===== src/hdl/spi_port_cfg.svh =====
// Register offsets, field positions, reset values and timing counts of the serial port
`ifndef SPI_PORT_CFG_SVH
`define SPI_PORT_CFG_SVH

// ------------------------------------------------------------
// Register offsets
// ------------------------------------------------------------
`define CONTROL_REG_ADDR    8'hbc
`define STATUS_REG_ADDR     8'hbd
`define SHIFT_DATA_REG_ADDR 8'hbe

// ------------------------------------------------------------
// Field positions
// ------------------------------------------------------------
`define CTRL_PORT_ENABLE_BIT 7
`define CTRL_CONTROLLER_BIT  6
`define CTRL_IDLE_LEVEL_BIT  5
`define CTRL_SAMPLE_EDGE_BIT 4
`define CTRL_BIT_ORDER_BIT   2
`define STAT_DONE_BIT        7
`define STAT_COLLISION_BIT   6
`define STAT_OVERRUN_BIT     4
`define STAT_FULL_BIT        3
`define STAT_BUSY_BIT        2

// ------------------------------------------------------------
// Reset values
// ------------------------------------------------------------
`define CONTROL_REG_RST    8'h00
`define SHIFT_DATA_REG_RST 8'h00

// ------------------------------------------------------------
// Timing counts: clock cycles per half serial period, minus one, and the index of the last of the 16 clock edges
// ------------------------------------------------------------
`define HALF_RELOAD_DIV2  3'h0
`define HALF_RELOAD_DIV4  3'h1
`define HALF_RELOAD_DIV8  3'h3
`define HALF_RELOAD_DIV16 3'h7
`define LAST_EDGE_INDEX   4'hf

`endif


===== src/hdl/spi_port_pkg.sv =====
// Types shared by the serial port and its users
package spi_port_pkg;

  typedef struct packed {
    logic       port_enable;
    logic       controller_select;
    logic       clock_idle_level;
    logic       sample_edge_select;
    logic       bit_order_select;
    logic [1:0] clock_rate_field;
  } ctrl_type;

  typedef struct packed {
    logic [7:0] addr;
    logic [7:0] wdata;
    logic       we;
    logic       re;
  } reg_req_type;

  typedef struct packed {
    logic data;
    logic drive_n;
  } pin_out_type;

  typedef enum logic {
    XFER_IDLE = 1'b0,
    XFER_RUN  = 1'b1
  } xfer_state_type;

endpackage


===== src/hdl/spi_master_slave_port.sv =====
// Byte-wide full-duplex serial port, master or slave, with its register file
`include "spi_port_cfg.svh"
`timescale 1ns/1ps
`default_nettype none

module spi_master_slave_port (
  input  wire logic                     clk_i,
  input  wire logic                     rst_i,
  input  wire spi_port_pkg::reg_req_type req_i,
  output logic [7:0]                    rdata_o,
  output logic                          irq_o,
  input  wire logic                     sck_i,
  output spi_port_pkg::pin_out_type     sck_o,
  input  wire logic                     mosi_i,
  output spi_port_pkg::pin_out_type     mosi_o,
  input  wire logic                     miso_i,
  output spi_port_pkg::pin_out_type     miso_o
);
  import spi_port_pkg::*;

  // ------------------------------------------------------------
  // Helper functions
  // ------------------------------------------------------------
  function automatic logic out_bit(input logic [7:0] sr, input logic lsb_first);
    out_bit = lsb_first ? sr[0] : sr[7];
  endfunction

  // Bits leave at one end and enter at the other, so the register always
  // presents the next bit to send while it gathers the received byte
  function automatic logic [7:0] shift_in(input logic [7:0] sr, input logic lsb_first,
                                          input logic din);
    shift_in = lsb_first ? {din, sr[7:1]} : {sr[6:0], din};
  endfunction

  function automatic logic [2:0] half_reload(input logic [1:0] rate);
    unique case (rate)
      2'b00: half_reload = `HALF_RELOAD_DIV2;
      2'b01: half_reload = `HALF_RELOAD_DIV4;
      2'b10: half_reload = `HALF_RELOAD_DIV8;
      2'b11: half_reload = `HALF_RELOAD_DIV16;
    endcase
  endfunction

  // ------------------------------------------------------------
  // Pin input synchronisers
  // ------------------------------------------------------------
  logic [2:0] sck_sync_q;
  logic [2:0] sck_sync_d;
  logic [2:0] mosi_sync_q;
  logic [2:0] mosi_sync_d;
  logic       sck_f_q;
  logic       sck_f_d;
  logic       mosi_f_q;
  logic       mosi_f_d;

  // A level is accepted only when the second and third stages agree
  always_comb begin
    sck_sync_d  = {sck_sync_q[1:0], sck_i};
    mosi_sync_d = {mosi_sync_q[1:0], mosi_i};
    sck_f_d     = (sck_sync_q[1] == sck_sync_q[2]) ? sck_sync_q[2] : sck_f_q;
    mosi_f_d    = (mosi_sync_q[1] == mosi_sync_q[2]) ? mosi_sync_q[2] : mosi_f_q;
  end

  always_ff @(posedge clk_i) begin
    if (rst_i) begin
      sck_sync_q  <= 3'h0;
      mosi_sync_q <= 3'h0;
      sck_f_q     <= 1'b0;
      mosi_f_q    <= 1'b0;
    end else begin
      sck_sync_q  <= sck_sync_d;
      mosi_sync_q <= mosi_sync_d;
      sck_f_q     <= sck_f_d;
      mosi_f_q    <= mosi_f_d;
    end
  end

  // ------------------------------------------------------------
  // Port core state
  // ------------------------------------------------------------
  ctrl_type       ctrl_q;
  ctrl_type       ctrl_d;
  xfer_state_type state_q;
  xfer_state_type state_d;
  logic [7:0]     shift_q;
  logic [7:0]     shift_d;
  logic [7:0]     rx_buf_q;
  logic [7:0]     rx_buf_d;
  logic [7:0]     rdata_q;
  logic [7:0]     rdata_d;
  logic [3:0]     edge_q;
  logic [3:0]     edge_d;
  logic [2:0]     div_q;
  logic [2:0]     div_d;
  logic           phase_q;
  logic           phase_d;
  logic           dout_q;
  logic           dout_d;
  logic           sck_prev_q;
  logic           sck_prev_d;
  logic           done_q;
  logic           done_d;
  logic           write_collision_flag_q;
  logic           write_collision_flag_d;
  logic           ovf_q;
  logic           ovf_d;
  logic           full_q;
  logic           full_d;

  logic           wr_ctrl;
  logic           wr_stat;
  logic           wr_data;
  logic           rd_data;
  logic           busy;
  logic           master;
  logic           tick;
  logic           leading;
  logic           sample_edge;
  logic           din;

  always_comb begin
    ctrl_d      = ctrl_q;
    state_d     = state_q;
    shift_d     = shift_q;
    rx_buf_d    = rx_buf_q;
    edge_d      = edge_q;
    div_d       = div_q;
    phase_d     = phase_q;
    dout_d      = dout_q;
    done_d      = done_q;
    write_collision_flag_d      = write_collision_flag_q;
    ovf_d       = ovf_q;
    full_d      = full_q;
    rdata_d     = 8'h00;
    sck_prev_d  = sck_f_q;
    wr_ctrl     = req_i.we && (req_i.addr == `CONTROL_REG_ADDR);
    wr_stat     = req_i.we && (req_i.addr == `STATUS_REG_ADDR);
    wr_data     = req_i.we && (req_i.addr == `SHIFT_DATA_REG_ADDR);
    rd_data     = req_i.re && (req_i.addr == `SHIFT_DATA_REG_ADDR);
    busy        = (state_q == XFER_RUN);
    master      = ctrl_q.controller_select;
    // data direction
    // MISO answers our own SCK, so it is timed by this clock; synchronising
    // it would cost more than a half period at the fast rates
    din         = master ? miso_i : mosi_f_q;
    tick        = 1'b0;
    leading     = 1'b0;
    sample_edge = 1'b0;

    // Software clears by writing zero; hardware sets below win
    // zero write clears
    if (wr_stat) begin
      if (!req_i.wdata[`STAT_DONE_BIT])      done_d = 1'b0;
      if (!req_i.wdata[`STAT_COLLISION_BIT]) write_collision_flag_d = 1'b0;
      if (!req_i.wdata[`STAT_OVERRUN_BIT])   ovf_d  = 1'b0;
      if (!req_i.wdata[`STAT_FULL_BIT])      full_d = 1'b0;
    end
    if (rd_data) begin
      full_d = 1'b0;
      ovf_d  = 1'b0;
    end

    if (wr_ctrl) begin
      ctrl_d.port_enable        = req_i.wdata[`CTRL_PORT_ENABLE_BIT];
      ctrl_d.controller_select  = req_i.wdata[`CTRL_CONTROLLER_BIT];
      ctrl_d.clock_idle_level   = req_i.wdata[`CTRL_IDLE_LEVEL_BIT];
      ctrl_d.sample_edge_select = req_i.wdata[`CTRL_SAMPLE_EDGE_BIT];
      ctrl_d.bit_order_select   = req_i.wdata[`CTRL_BIT_ORDER_BIT];
      ctrl_d.clock_rate_field   = req_i.wdata[1:0];
    end

    // Transfer edge source: own divider as master, filtered pin as slave
    if (ctrl_q.port_enable && busy && master) begin
      if (div_q == 3'h0) begin
        div_d   = half_reload(ctrl_q.clock_rate_field);
        phase_d = !phase_q;
        tick    = 1'b1;
        leading = !phase_q;
      end else begin
        div_d = div_q - 3'h1;
      end
    end else if (ctrl_q.port_enable && !master && (sck_f_q != sck_prev_q)) begin
      tick    = 1'b1;
      leading = (sck_prev_q == ctrl_q.clock_idle_level);
    end

    sample_edge = tick && (leading != ctrl_q.sample_edge_select);

    if (!ctrl_q.port_enable) begin
      state_d = XFER_IDLE;
      edge_d  = 4'h0;
      phase_d = 1'b0;
    end else if (tick) begin
      if (!busy) begin
        // A slave transfer starts with the first clock edge it sees
        state_d = XFER_RUN;
      end
      edge_d = edge_q + 4'h1;
      if (sample_edge) begin
        shift_d = shift_in(shift_q, ctrl_q.bit_order_select, din);
        // Eighth sample: the byte is complete
        if (edge_q[3:1] == 3'h7) begin
          done_d = 1'b1;
          if (full_q) begin
            ovf_d = 1'b1;
          end
          if (master || !full_q) begin
            rx_buf_d = shift_in(shift_q, ctrl_q.bit_order_select, din);
          end
          full_d = 1'b1;
        end
      end else begin
        // next bit goes out on shift edge
        dout_d = out_bit(shift_q, ctrl_q.bit_order_select);
      end
      if (edge_q == `LAST_EDGE_INDEX) begin
        state_d = XFER_IDLE;
        edge_d  = 4'h0;
      end
    end

    // Between transfers the output pin shows the first bit to send
    if (!busy && !tick) begin
      dout_d = out_bit(shift_q, ctrl_q.bit_order_select);
    end

    if (wr_data) begin
      if (busy || tick) begin
        write_collision_flag_d = 1'b1;
      end else begin
        shift_d = req_i.wdata;
        dout_d  = out_bit(req_i.wdata, ctrl_q.bit_order_select);
        write_collision_flag_d  = 1'b0;
        if (ctrl_q.port_enable && master) begin
          state_d = XFER_RUN;
          edge_d  = 4'h0;
          div_d   = half_reload(ctrl_q.clock_rate_field);
          phase_d = 1'b0;
        end
      end
    end

    // Read data stand in the cycle after the strobe; unmapped reads give zero
    if (req_i.re) begin
      unique case (req_i.addr)
        `CONTROL_REG_ADDR: begin
          rdata_d = {ctrl_q.port_enable, ctrl_q.controller_select,
                     ctrl_q.clock_idle_level, ctrl_q.sample_edge_select, 1'b0,
                     ctrl_q.bit_order_select, ctrl_q.clock_rate_field};
        end
        `STATUS_REG_ADDR: begin
          rdata_d = {done_q, write_collision_flag_q, 1'b0, ovf_q, full_q, busy, 2'b00};
        end
        `SHIFT_DATA_REG_ADDR: begin
          rdata_d = rx_buf_q;
        end
        default: begin
          rdata_d = 8'h00;
        end
      endcase
    end
  end

  always_ff @(posedge clk_i) begin
    if (rst_i) begin
      ctrl_q     <= ctrl_type'(7'h00);
      state_q    <= XFER_IDLE;
      shift_q    <= `SHIFT_DATA_REG_RST;
      rx_buf_q   <= `SHIFT_DATA_REG_RST;
      rdata_q    <= 8'h00;
      edge_q     <= 4'h0;
      div_q      <= 3'h0;
      phase_q    <= 1'b0;
      dout_q     <= 1'b0;
      sck_prev_q <= 1'b0;
      done_q     <= 1'b0;
      write_collision_flag_q     <= 1'b0;
      ovf_q      <= 1'b0;
      full_q     <= 1'b0;
    end else begin
      ctrl_q     <= ctrl_d;
      state_q    <= state_d;
      shift_q    <= shift_d;
      rx_buf_q   <= rx_buf_d;
      rdata_q    <= rdata_d;
      edge_q     <= edge_d;
      div_q      <= div_d;
      phase_q    <= phase_d;
      dout_q     <= dout_d;
      sck_prev_q <= sck_prev_d;
      done_q     <= done_d;
      write_collision_flag_q     <= write_collision_flag_d;
      ovf_q      <= ovf_d;
      full_q     <= full_d;
    end
  end

  // ------------------------------------------------------------
  // Outputs
  // ------------------------------------------------------------
  always_comb begin
    rdata_o = rdata_q;
    irq_o = done_q || write_collision_flag_q;
    // master clock rests at idle level
    sck_o.data     = ctrl_q.clock_idle_level ^ phase_q;
    sck_o.drive_n  = !(ctrl_q.port_enable && master);
    mosi_o.data    = dout_q;
    mosi_o.drive_n = !(ctrl_q.port_enable && master);
    miso_o.data    = dout_q;
    miso_o.drive_n = !(ctrl_q.port_enable && !master);
  end

endmodule

`default_nettype wire


===== config.mk =====
export PLATFORM = sky130hd
export DESIGN_NAME = spi_master_slave_port
export DESIGN_NICKNAME = d
export VERILOG_FILES = /design/src/hdl/spi_port_pkg.sv /design/src/hdl/spi_master_slave_port.sv
export VERILOG_INCLUDE_DIRS = /design/src /design/src/hdl
export SDC_FILE = /design/constraint.sdc
export NUM_CORES = 1
export LEC_CHECK = 0
export BUFFER_PORTS_ARGS = -buffer_cell sky130_fd_sc_hd__buf_2
export CAP_MARGIN = 10
export CORE_UTILIZATION = 45
export DETAILED_ROUTE_END_ITERATION = 8
export PLACE_DENSITY = 0.68
export REMOVE_ABC_BUFFERS = 1
export SYNTH_ARGS = -nofsm -noshare
export SYNTH_HDL_FRONTEND = slang
export SYNTH_SLANG_ARGS = --single-unit

===== constraint.sdc =====
create_clock -name clk_i -period 2.6 [get_ports clk_i]
set_input_delay 0.13 -clock clk_i [delete_from_list [all_inputs] [get_ports clk_i]]
set_output_delay 0.13 -clock clk_i [all_outputs]
set_load 0.03 [all_outputs]

# Word-level counts from Yosys, hierarchy flattened
# Cells that the tools add are included.
[classes] bitwise=2 n_addsub=2 reduce_logical=27 eq_ne=14 muxes=71
[op_table] operator="1-bit 2-to-1 mux" count=52
[op_table] operator="8-bit 2-to-1 mux" count=6
[op_table] operator="8-bit == test, second input constant" count=3
[op_table] operator="4-bit 2-to-1 mux" count=6
[op_table] operator="8-bit case mux with 3 select lines" count=1
[op_table] operator="3-bit 2-to-1 mux" count=5
[op_table] operator="3-bit case mux with 4 select lines" count=1
[op_table] operator="1-bit logical AND" count=11
[op_table] operator="1-bit logical NOT" count=7
[op_table] operator="5-bit AND reduction" count=1
[op_table] operator="4-bit by 1-bit adder with 4-bit output, second input constant" count=1
[op_table] operator="2-bit == test, second input constant" count=2
[op_table] operator="4-bit == test, second input constant" count=1
[op_table] operator="1-bit == test" count=3
[op_table] operator="3-bit == test, second input constant" count=1
[op_table] operator="3-bit logical NOT" count=1
[op_table] operator="1-bit logical OR" count=3
[op_table] operator="3-bit by 1-bit subtractor with 3-bit output, second input constant" count=1
[op_table] operator="2-bit by 1-bit == test with 1-bit output, second input constant" count=1
[op_table] operator="2-bit logical NOT" count=1
[op_table] operator="1-bit != test" count=2
[op_table] operator="2-bit by 1-bit != test with 1-bit output, second input constant" count=1
[op_table] operator="2-bit AND reduction" count=1
[op_table] operator="2-bit nonzero test" count=1
[op_table] operator="3 further kinds" count=3
[totals] reg_bits=54 output_inout_bits=15 elab_cells=139 inputBits=23

# Logic depth before layout (Yosys ltp)
# Gate-level depths: netlist (run 1).
[logic_depth] depth_word=13 ltp_mapped=10

# Worst setup path before layout (run 1)
# OpenSTA, ideal clock, no wires.
[synth_path] path_kind="register to register" from="reg div_q[0]" to="reg rx_buf_q[1]" setup_time_ns=0.121 t_required_ns=2.479 path_buffers=0 t_arrival_ns=2.292 slack_ns=0.188 synth_period_minus_slack_ns=2.412 stages_incl_launch_ff=10 path_cell_list="dfxtp_1 > inv_1 > ha_1 > nor2b_1 > ha_1 > nand4_1 > a41oi_2 > nand4_4 > nor3_4 > mux2_2"
[synth_between] elab_chain_len=6 elab_cells_between_ends=8 classes_between="eq/ne (1); mux (4); reduce/logical (3)"
[synth_rtl] element="from (decl)" line="spi_master_slave_port.sv:93" text="logic [2:0] div_q;"
[synth_rtl] element="from (signal assigned)" line="spi_master_slave_port.sv:287" text="div_q <= div_d;"
[synth_rtl] element="3-bit logical NOT (*)" line="spi_master_slave_port.sv:174" text="if (div_q == 3'h0) begin"
[synth_rtl] element="1-bit 2-to-1 mux" line="spi_master_slave_port.sv:174"
[synth_rtl] element="1-bit 2-to-1 mux" line="spi_master_slave_port.sv:173" text="if (ctrl_q.port_enable && busy && master) begin"
[synth_rtl] element="1-bit != test" line="spi_master_slave_port.sv:187" text="sample_edge = tick && (leading != ctrl_q.sample_edge_select);"
[synth_rtl] element="1-bit logical AND" line="spi_master_slave_port.sv:187"
[synth_rtl] element="5-bit AND reduction (no line) (*)"
[synth_rtl] element="to (signal assigned)" line="spi_master_slave_port.sv:269" text="rx_buf_q <= `SHIFT_DATA_REG_RST;"
[synth_rtl] element="to (signal assigned)" line="spi_master_slave_port.sv:284" text="rx_buf_q <= rx_buf_d;"
[synth_rtl] element="to (decl)" line="spi_master_slave_port.sv:87" text="logic [7:0] rx_buf_q;"
# Every way passes the cells marked *; elsewhere a longest branch is shown, timed or not.
# A chain may end at the register's enable or synchronous reset.

# Worst setup path after layout (run 1)
[layout_path] from="reg div_q[0]" to="reg ovf_q"
[layout_between] elab_chain_len=8 elab_cells_between_ends=10 classes_between="eq/ne (1); mux (7); reduce/logical (2)"
[layout_rtl] element="3-bit logical NOT (*)" line="spi_master_slave_port.sv:174"
[layout_rtl] element="1-bit 2-to-1 mux" line="spi_master_slave_port.sv:174"
[layout_rtl] element="1-bit 2-to-1 mux" line="spi_master_slave_port.sv:173"
[layout_rtl] element="1-bit != test" line="spi_master_slave_port.sv:187"
[layout_rtl] element="1-bit logical AND" line="spi_master_slave_port.sv:187"
[layout_rtl] element="1-bit 2-to-1 mux" line="spi_master_slave_port.sv:199" text="if (sample_edge) begin"
[layout_rtl] element="1-bit 2-to-1 mux (*)" line="spi_master_slave_port.sv:193" text="end else if (tick) begin"
[layout_rtl] element="1-bit 2-to-1 mux (*)" line="spi_master_slave_port.sv:189" text="if (!ctrl_q.port_enable) begin"
[layout_rtl] element="to (signal assigned)" line="spi_master_slave_port.sv:293" text="ovf_q <= ovf_d;"
[layout_rtl] element="to (decl)" line="spi_master_slave_port.sv:105" text="logic ovf_q;"
# Marked as above.

==> results.ini, run 1 <==
[die]
rows=27
io_pins=38
start_util_pct=48.1
dieArea_um2=6340
die_y_um=79.6
die_x_um=79.6
coreArea_um2=5640

[timing]
rsz0062_at_grt=false
setup_viol=0
finalMaxSlewViolations=0
post-route-min-period_ns=2.40
tightest_slew_ns=0.677
setup_tns_ns=0
slew_headroom_pct=54.8
setup_ws_ns=0.202
fin_crit_sh_pct=92.2
fin_worst_skew_ns=0.00704
finalHoldViolations=0
fmax_ghz=0.417

[logic_synthesis]
ys_seq_area_share_pct=39.9
synth.largest_area_cell=dfxtp_1
synth_area_leaders=dfxtp_1 (40%), mux2i_1 (8.9%), nor2_1 (5.3%), nor2b_1 (4.6%), mux2_2 (4.2%)
yosysWarnings=0
synthCells=308
synth-async-reset-ratio_pct=0
synth.avg_cell_area_um2=8.81
synthesis.area_um2=2710
yosysMostFrequentCell=dfxtp_1
synth.top_cell.area_share_pct=39.9
ys.flop_type=dfxtp_1
synth.top_cells.by_count=dfxtp_1 (54), nor2_1 (38), mux2i_1 (24)
synth_seq_cells=54
synth_cell_types=44
synth-edff-count=0

[cts]
cts-resized-gates=0
ctsHoldBuffers=0
clk_path_buf_depth=2
htreeDepth=2
cts_sinks=54
cts_tree=built
numCtsBuffers=5
clk_pin_slew_ns=0.09
post_cts.repair.setup_buffers=0
clock-root-buffer=clkbuf_8
clock_latency_ns=0.30

[layout]
drive_above_1_share_pct=19.9
multi_input_area_um2=1500
final_net_count=363
syn_to_final_growth_pct=11.9
n_fill_cell=522
regArea_um2=1080
utilization_pct=53.8
antenna_cells=0

[power]
p_switching_uw=300
p_comb_share_pct=5.2
vdd_drop_max_uv=369
p_clk_share_pct=34.3
switching_share_pct=21.8
p_int_uw=1080
p_seq_share_pct=60.5
power.density_nw_per_um2=454
leakage_uw=0.00120

[run_status]
run_status=completed

[min_path]
worstHoldPathType=in -> reg

[detailed_routing]
first_iter_violations=139
ant_nets=0
vias_per_cell=5.45
routedWlPerCell_um=14.4
dr.pass1.iters=4
vias=2230
drt-total-wl_um=5890
remaining_drc_errors=0

[global_routing]
grt_first_pass_wirelength_um=9490
grt_remaining_overflow=0
gr-usage-all-layers_pct=19.3
antenna_found_initial=0
grt_pass1_vias=1978
grt_max_degree=37

[worst_setup_path]
cp_data_arrival_time_ns=2.62
crit_family=simple AND/OR/NAND/NOR gates
crit_top_cell=ha_1
path_cells=inv_1 > ha_1 > nor2b_1 > ha_1 > and3_1 > o21ai_0 > nand4_4 > buf_4 > or2_2 > o31ai_1
cp_slowest_stage_delay_ns=0.35
worstPathMaxFanout=17
cp-end-kind=flip-flop
startpoint_type=flip-flop
crit_path_top_delay_cell=dfxtp_1
worst-setup-path-type=reg -> reg
path_buf_inv=2
critPathRequiredTime_ns=2.82

[flow_run]
cap_violations=0

[place]
hpwlAfterDp_um=4190
gp_congestion=0.747
io_buffers=37
post-place-ws_ns=0.0671

## path summary, 6_finish.rpt
path,start,endpoint,slack [ns],depth (start not counted)
min reg2reg,sck_sync_q[0],sck_sync_q[1],0.44,1
min,sck_i,sck_sync_q[0],0.04,2
max,div_q[0],ovf_q,0.20,10
max reg2reg,div_q[0],ovf_q,0.20,10
## power groups by stage
stage	combinational, uW	clock (uW)	sequential [uW]
floorplan	27.1	0	853
global placement	70.6	0	854
global route	79.3	519	835
CTS	70.8	491	835
finish	71.2	473	834
detailed placement	70.6	0	854
## through the flow
step           instance area [um^2]  instances  power, uW  hold slack [ns]
2_1_floorplan                  2610        286        880            0.199
3_3_place_gp                   2920        400        924            0.342
3_5_place_dp                   2920        400        924            0.348
4_1_cts                        3010        408       1400           0.0303
5_1_grt                        3030        409       1430           0.0291
6_report                       3030        409       1380           0.0367
## sequential cells by signal, indices dropped and copies added (netlist names), 3 cells and up
signal	flops
shift_q	8
rx_buf_q	8
edge_q	4
sck_sync_q	3
ctrl_q	6
mosi_sync_q	3
rdata_o	8
div_q	3
## worst register-to-register path: stages (launching register included)
cell and delay (ns):
dfxtp_1 0.35, inv_1 0.07, ha_1 0.20, nor2b_1 0.14, ha_1 0.21, and3_1 0.17
o21ai_0 0.27, nand4_4 0.16, buf_4 0.22, or2_2 0.33, o31ai_1 0.19
## logic make-up (layout without fill, tap and decap cells)
logic type,after synthesis,after routing,share of synthesized area [%]
adders and majority gates,4,4,1.85
buffers and inverters,31,60,5.03
AOI/OAI and AO/OA,43,43,10.1
xor gates and xnor gates,4,4,1.29
muxes,34,34,13.0
and+or+nand+nor,138,138,28.9
DFF,54,54,39.9
## routing by layer
metal  vias to the layer above  wire (um)  global-route usage, %
li1                       1129          -                      -
met3                         9        341                   3.43
met2                        76       2520                   30.6
met4                         0         72                   5.64
met5                         -          0                      0
met1                      1016       2950                   26.5
## cells in the final DEF (no fill, tap or decap), drive strengths merged, types with 4 or more instances in the layout
cell    count
clkbuf      7
nand3      15
nand2b     10
a21oi      15
o21ai      10
inv         9
nand4       7
buf        43
nand3b      7
or2         4
nand4b      7
nor2b      20
nand2      13
nor2       38
mux2       10
mux2i      24
ha          4
and3        4
dfxtp      54
## final cells by class
type                       instances  share of cell area, %
clock inverter                     1                  0.165
clock buffer                       7                   2.85
sequential                        54                   35.6
multi-input combinational        223                   49.3
tap                               72                   2.97
timing repair buffer              43                   8.00
inverter                           9                   1.11
(Power assumes the default switching activity.)
==> run 2: changes to the inputs <==
--- a/config.mk
+++ b/config.mk
@@ -9,6 +9,7 @@
 export BUFFER_PORTS_ARGS = -buffer_cell sky130_fd_sc_hd__buf_2
 export CAP_MARGIN = 10
 export CORE_UTILIZATION = 45
+export CTS_BUF_LIST = sky130_fd_sc_hd__clkbuf_16
 export DETAILED_ROUTE_END_ITERATION = 8
 export PLACE_DENSITY = 0.68
 export REMOVE_ABC_BUFFERS = 1
==> run 2 against run 1 <==
Net effect:
- critical path depth unchanged
- sequential share of layout area shrank 0.54 points
- clock power up 33%
- flip-flop and latch count unchanged
- critical endpoint unchanged
- highest routed layer unchanged
==> results.ini, run 2 (synthesized netlist as in run 1, its figures left out) <==
[run_status]
run_status=completed

[worst_setup_path]
cp-end-kind=flip-flop
critPathRequiredTime_ns=2.80  ; -0.02 ns
startpoint_type=flip-flop
worst-setup-path-type=reg -> reg
ff2ff_setup_slack_ns=0.20  ; about the same
cp_data_arrival_time_ns=2.60  ; -0.02 ns
worstPathMaxFanout=17  ; unchanged

[min_path]
worstHoldPathType=in -> reg

[timing]
setup_viol=0  ; unchanged
fmax_ghz=0.417  ; +0.13%
finalHoldViolations=0  ; unchanged
rsz0062_at_grt=false
post-route-min-period_ns=2.40  ; -0.00304 ns
tightest_slew_ns=0.671  ; -0.00578 ns
fin_crit_sh_pct=92.1  ; -0.12 points
slew_headroom_pct=55.2  ; +0.39 points
fin_worst_skew_ns=0.00440  ; -0.00263 ns
finalMaxSlewViolations=0  ; unchanged
setup_tns_ns=0  ; unchanged
hold_slack_ns=0.0492  ; +0.0125 ns

[place]
hpwlAfterDp_um=4190  ; unchanged
dp_cells=400  ; unchanged
io_buffers=37  ; unchanged
gp_congestion=0.747  ; unchanged

[detailed_routing]
drt-total-wl_um=5840  ; -0.80%
ant_nets=0  ; unchanged
remaining_drc_errors=0  ; unchanged
dr.pass1.iters=4  ; unchanged
vias_per_cell=5.45  ; unchanged
routedWlPerCell_um=14.3  ; -0.80%
first_iter_violations=158  ; +14%
vias=2230  ; unchanged

[power]
switching_share_pct=21.0  ; -0.73 points
power.density_nw_per_um2=498  ; +9.7%
p_clk_share_pct=41.0  ; +6.7 points
p_seq_share_pct=54.4  ; -6.1 points
power_uw=1540  ; +11%
p_switching_uw=323  ; +7.6%
p_int_uw=1210  ; +12%
leakage_uw=0.00123  ; +2.0%
p_comb_share_pct=4.7  ; -0.5 points
vdd_drop_max_uv=262  ; -29%

[die]
dieArea_um2=6340  ; unchanged
rows=27  ; unchanged
die_x_um=79.6  ; unchanged
coreArea_um2=5640  ; unchanged
die_y_um=79.6  ; unchanged
start_util_pct=48.1  ; unchanged
io_pins=38  ; unchanged

[global_routing]
grt_max_degree=37  ; unchanged
antenna_found_initial=0  ; unchanged
grt_pass1_vias=1984  ; +0.30%
grt_remaining_overflow=0  ; unchanged
gr-usage-all-layers_pct=19.8  ; +0.48 points
grt_first_pass_wirelength_um=9590  ; +1.1%

[cts]
ctsHoldBuffers=0  ; unchanged
cts-resized-gates=0  ; unchanged
cts_tree=built
cts_sinks=54  ; unchanged
post_cts.repair.setup_buffers=0  ; unchanged
clock-root-buffer=clkbuf_16
numCtsBuffers=5  ; unchanged
htreeDepth=2  ; unchanged
clk_path_buf_depth=2  ; unchanged
clk_pin_slew_ns=0.07  ; -0.02 ns
clock_latency_ns=0.29  ; about the same

[flow_run]
cap_violations=0  ; unchanged

[layout]
mostFrequentLayoutCell=dfxtp_1
drive_above_1_share_pct=19.6  ; -0.30 points
instances_no_fill=409  ; unchanged
antenna_cells=0  ; unchanged
utilization_pct=54.6  ; +0.82 points
final_cell_mix=dfxtp_1 (54), nor2_1 (38), buf_2 (37)
syn_to_final_growth_pct=13.6
final_net_count=363  ; unchanged

==> run 2: worst max-delay path: stages, from the launching register on <==
cell and delay (ns):
dfxtp_1 0.34, inv_1 0.07, ha_1 0.20, nor2b_1 0.14, ha_1 0.21, and3_1 0.17, o21ai_0 0.28, nand4_4 0.16
buf_4 0.22, or2_2 0.33, o31ai_1 0.19
==> run 2: power by group through the flow <==
stage	registers (uW)	logic [uW]	clock network (uW)
2_1_floorplan	853	27.1	0
3_3_place_gp	854	70.6	0
3_5_place_dp	854	70.6	0
4_1_cts	835	70.9	646
5_1_grt	835	79.4	678
6_report	835	71.5	629
==> run 2: path summary, 6_finish.rpt <==
kind,from,to,cells past startpoint
worst max-delay path,div_q[0],ovf_q,10
worst max register to register,div_q[0],ovf_q,10
worst min-delay path,sck_i,sck_sync_q[0],2
worst min register to register,sck_sync_q[0],sck_sync_q[1],1
==> run 2: area by class of cell <==
| cell class | count | area, um^2 |
|---|---|---|
| timing repair buffer | 43 | 243 |
| inverter | 9 | 33.8 |
| clock inverter | 3 | 12.5 |
| sequential | 54 | 1080 |
| tap | 72 | 90.1 |
| multi-input combinational | 223 | 1500 |
| clock buffer | 5 | 125 |
| fill | 516 | 2560 |
==> run 2: stage by stage <==
stage	instance area, um^2	setup slack (ns)
floorplan	2610	0.101
global placement	2920	0.149
detailed placement	2920	0.0671
CTS	3060	0.0418
global route	3080	0.0419
finish	3080	0.205
==> run 2: layer usage <==
| layer | vias up | routed length, um | track usage [%] |
|---|---|---|---|
| met2 | 60 | 2560 | 31.5 |
| met4 | 0 | 89 | 6.18 |
| met1 | 1028 | 2880 | 26.5 |
| li1 | 1132 | - | - |
| met3 | 10 | 311 | 4.11 |
| met5 | - | 0 | 0 |
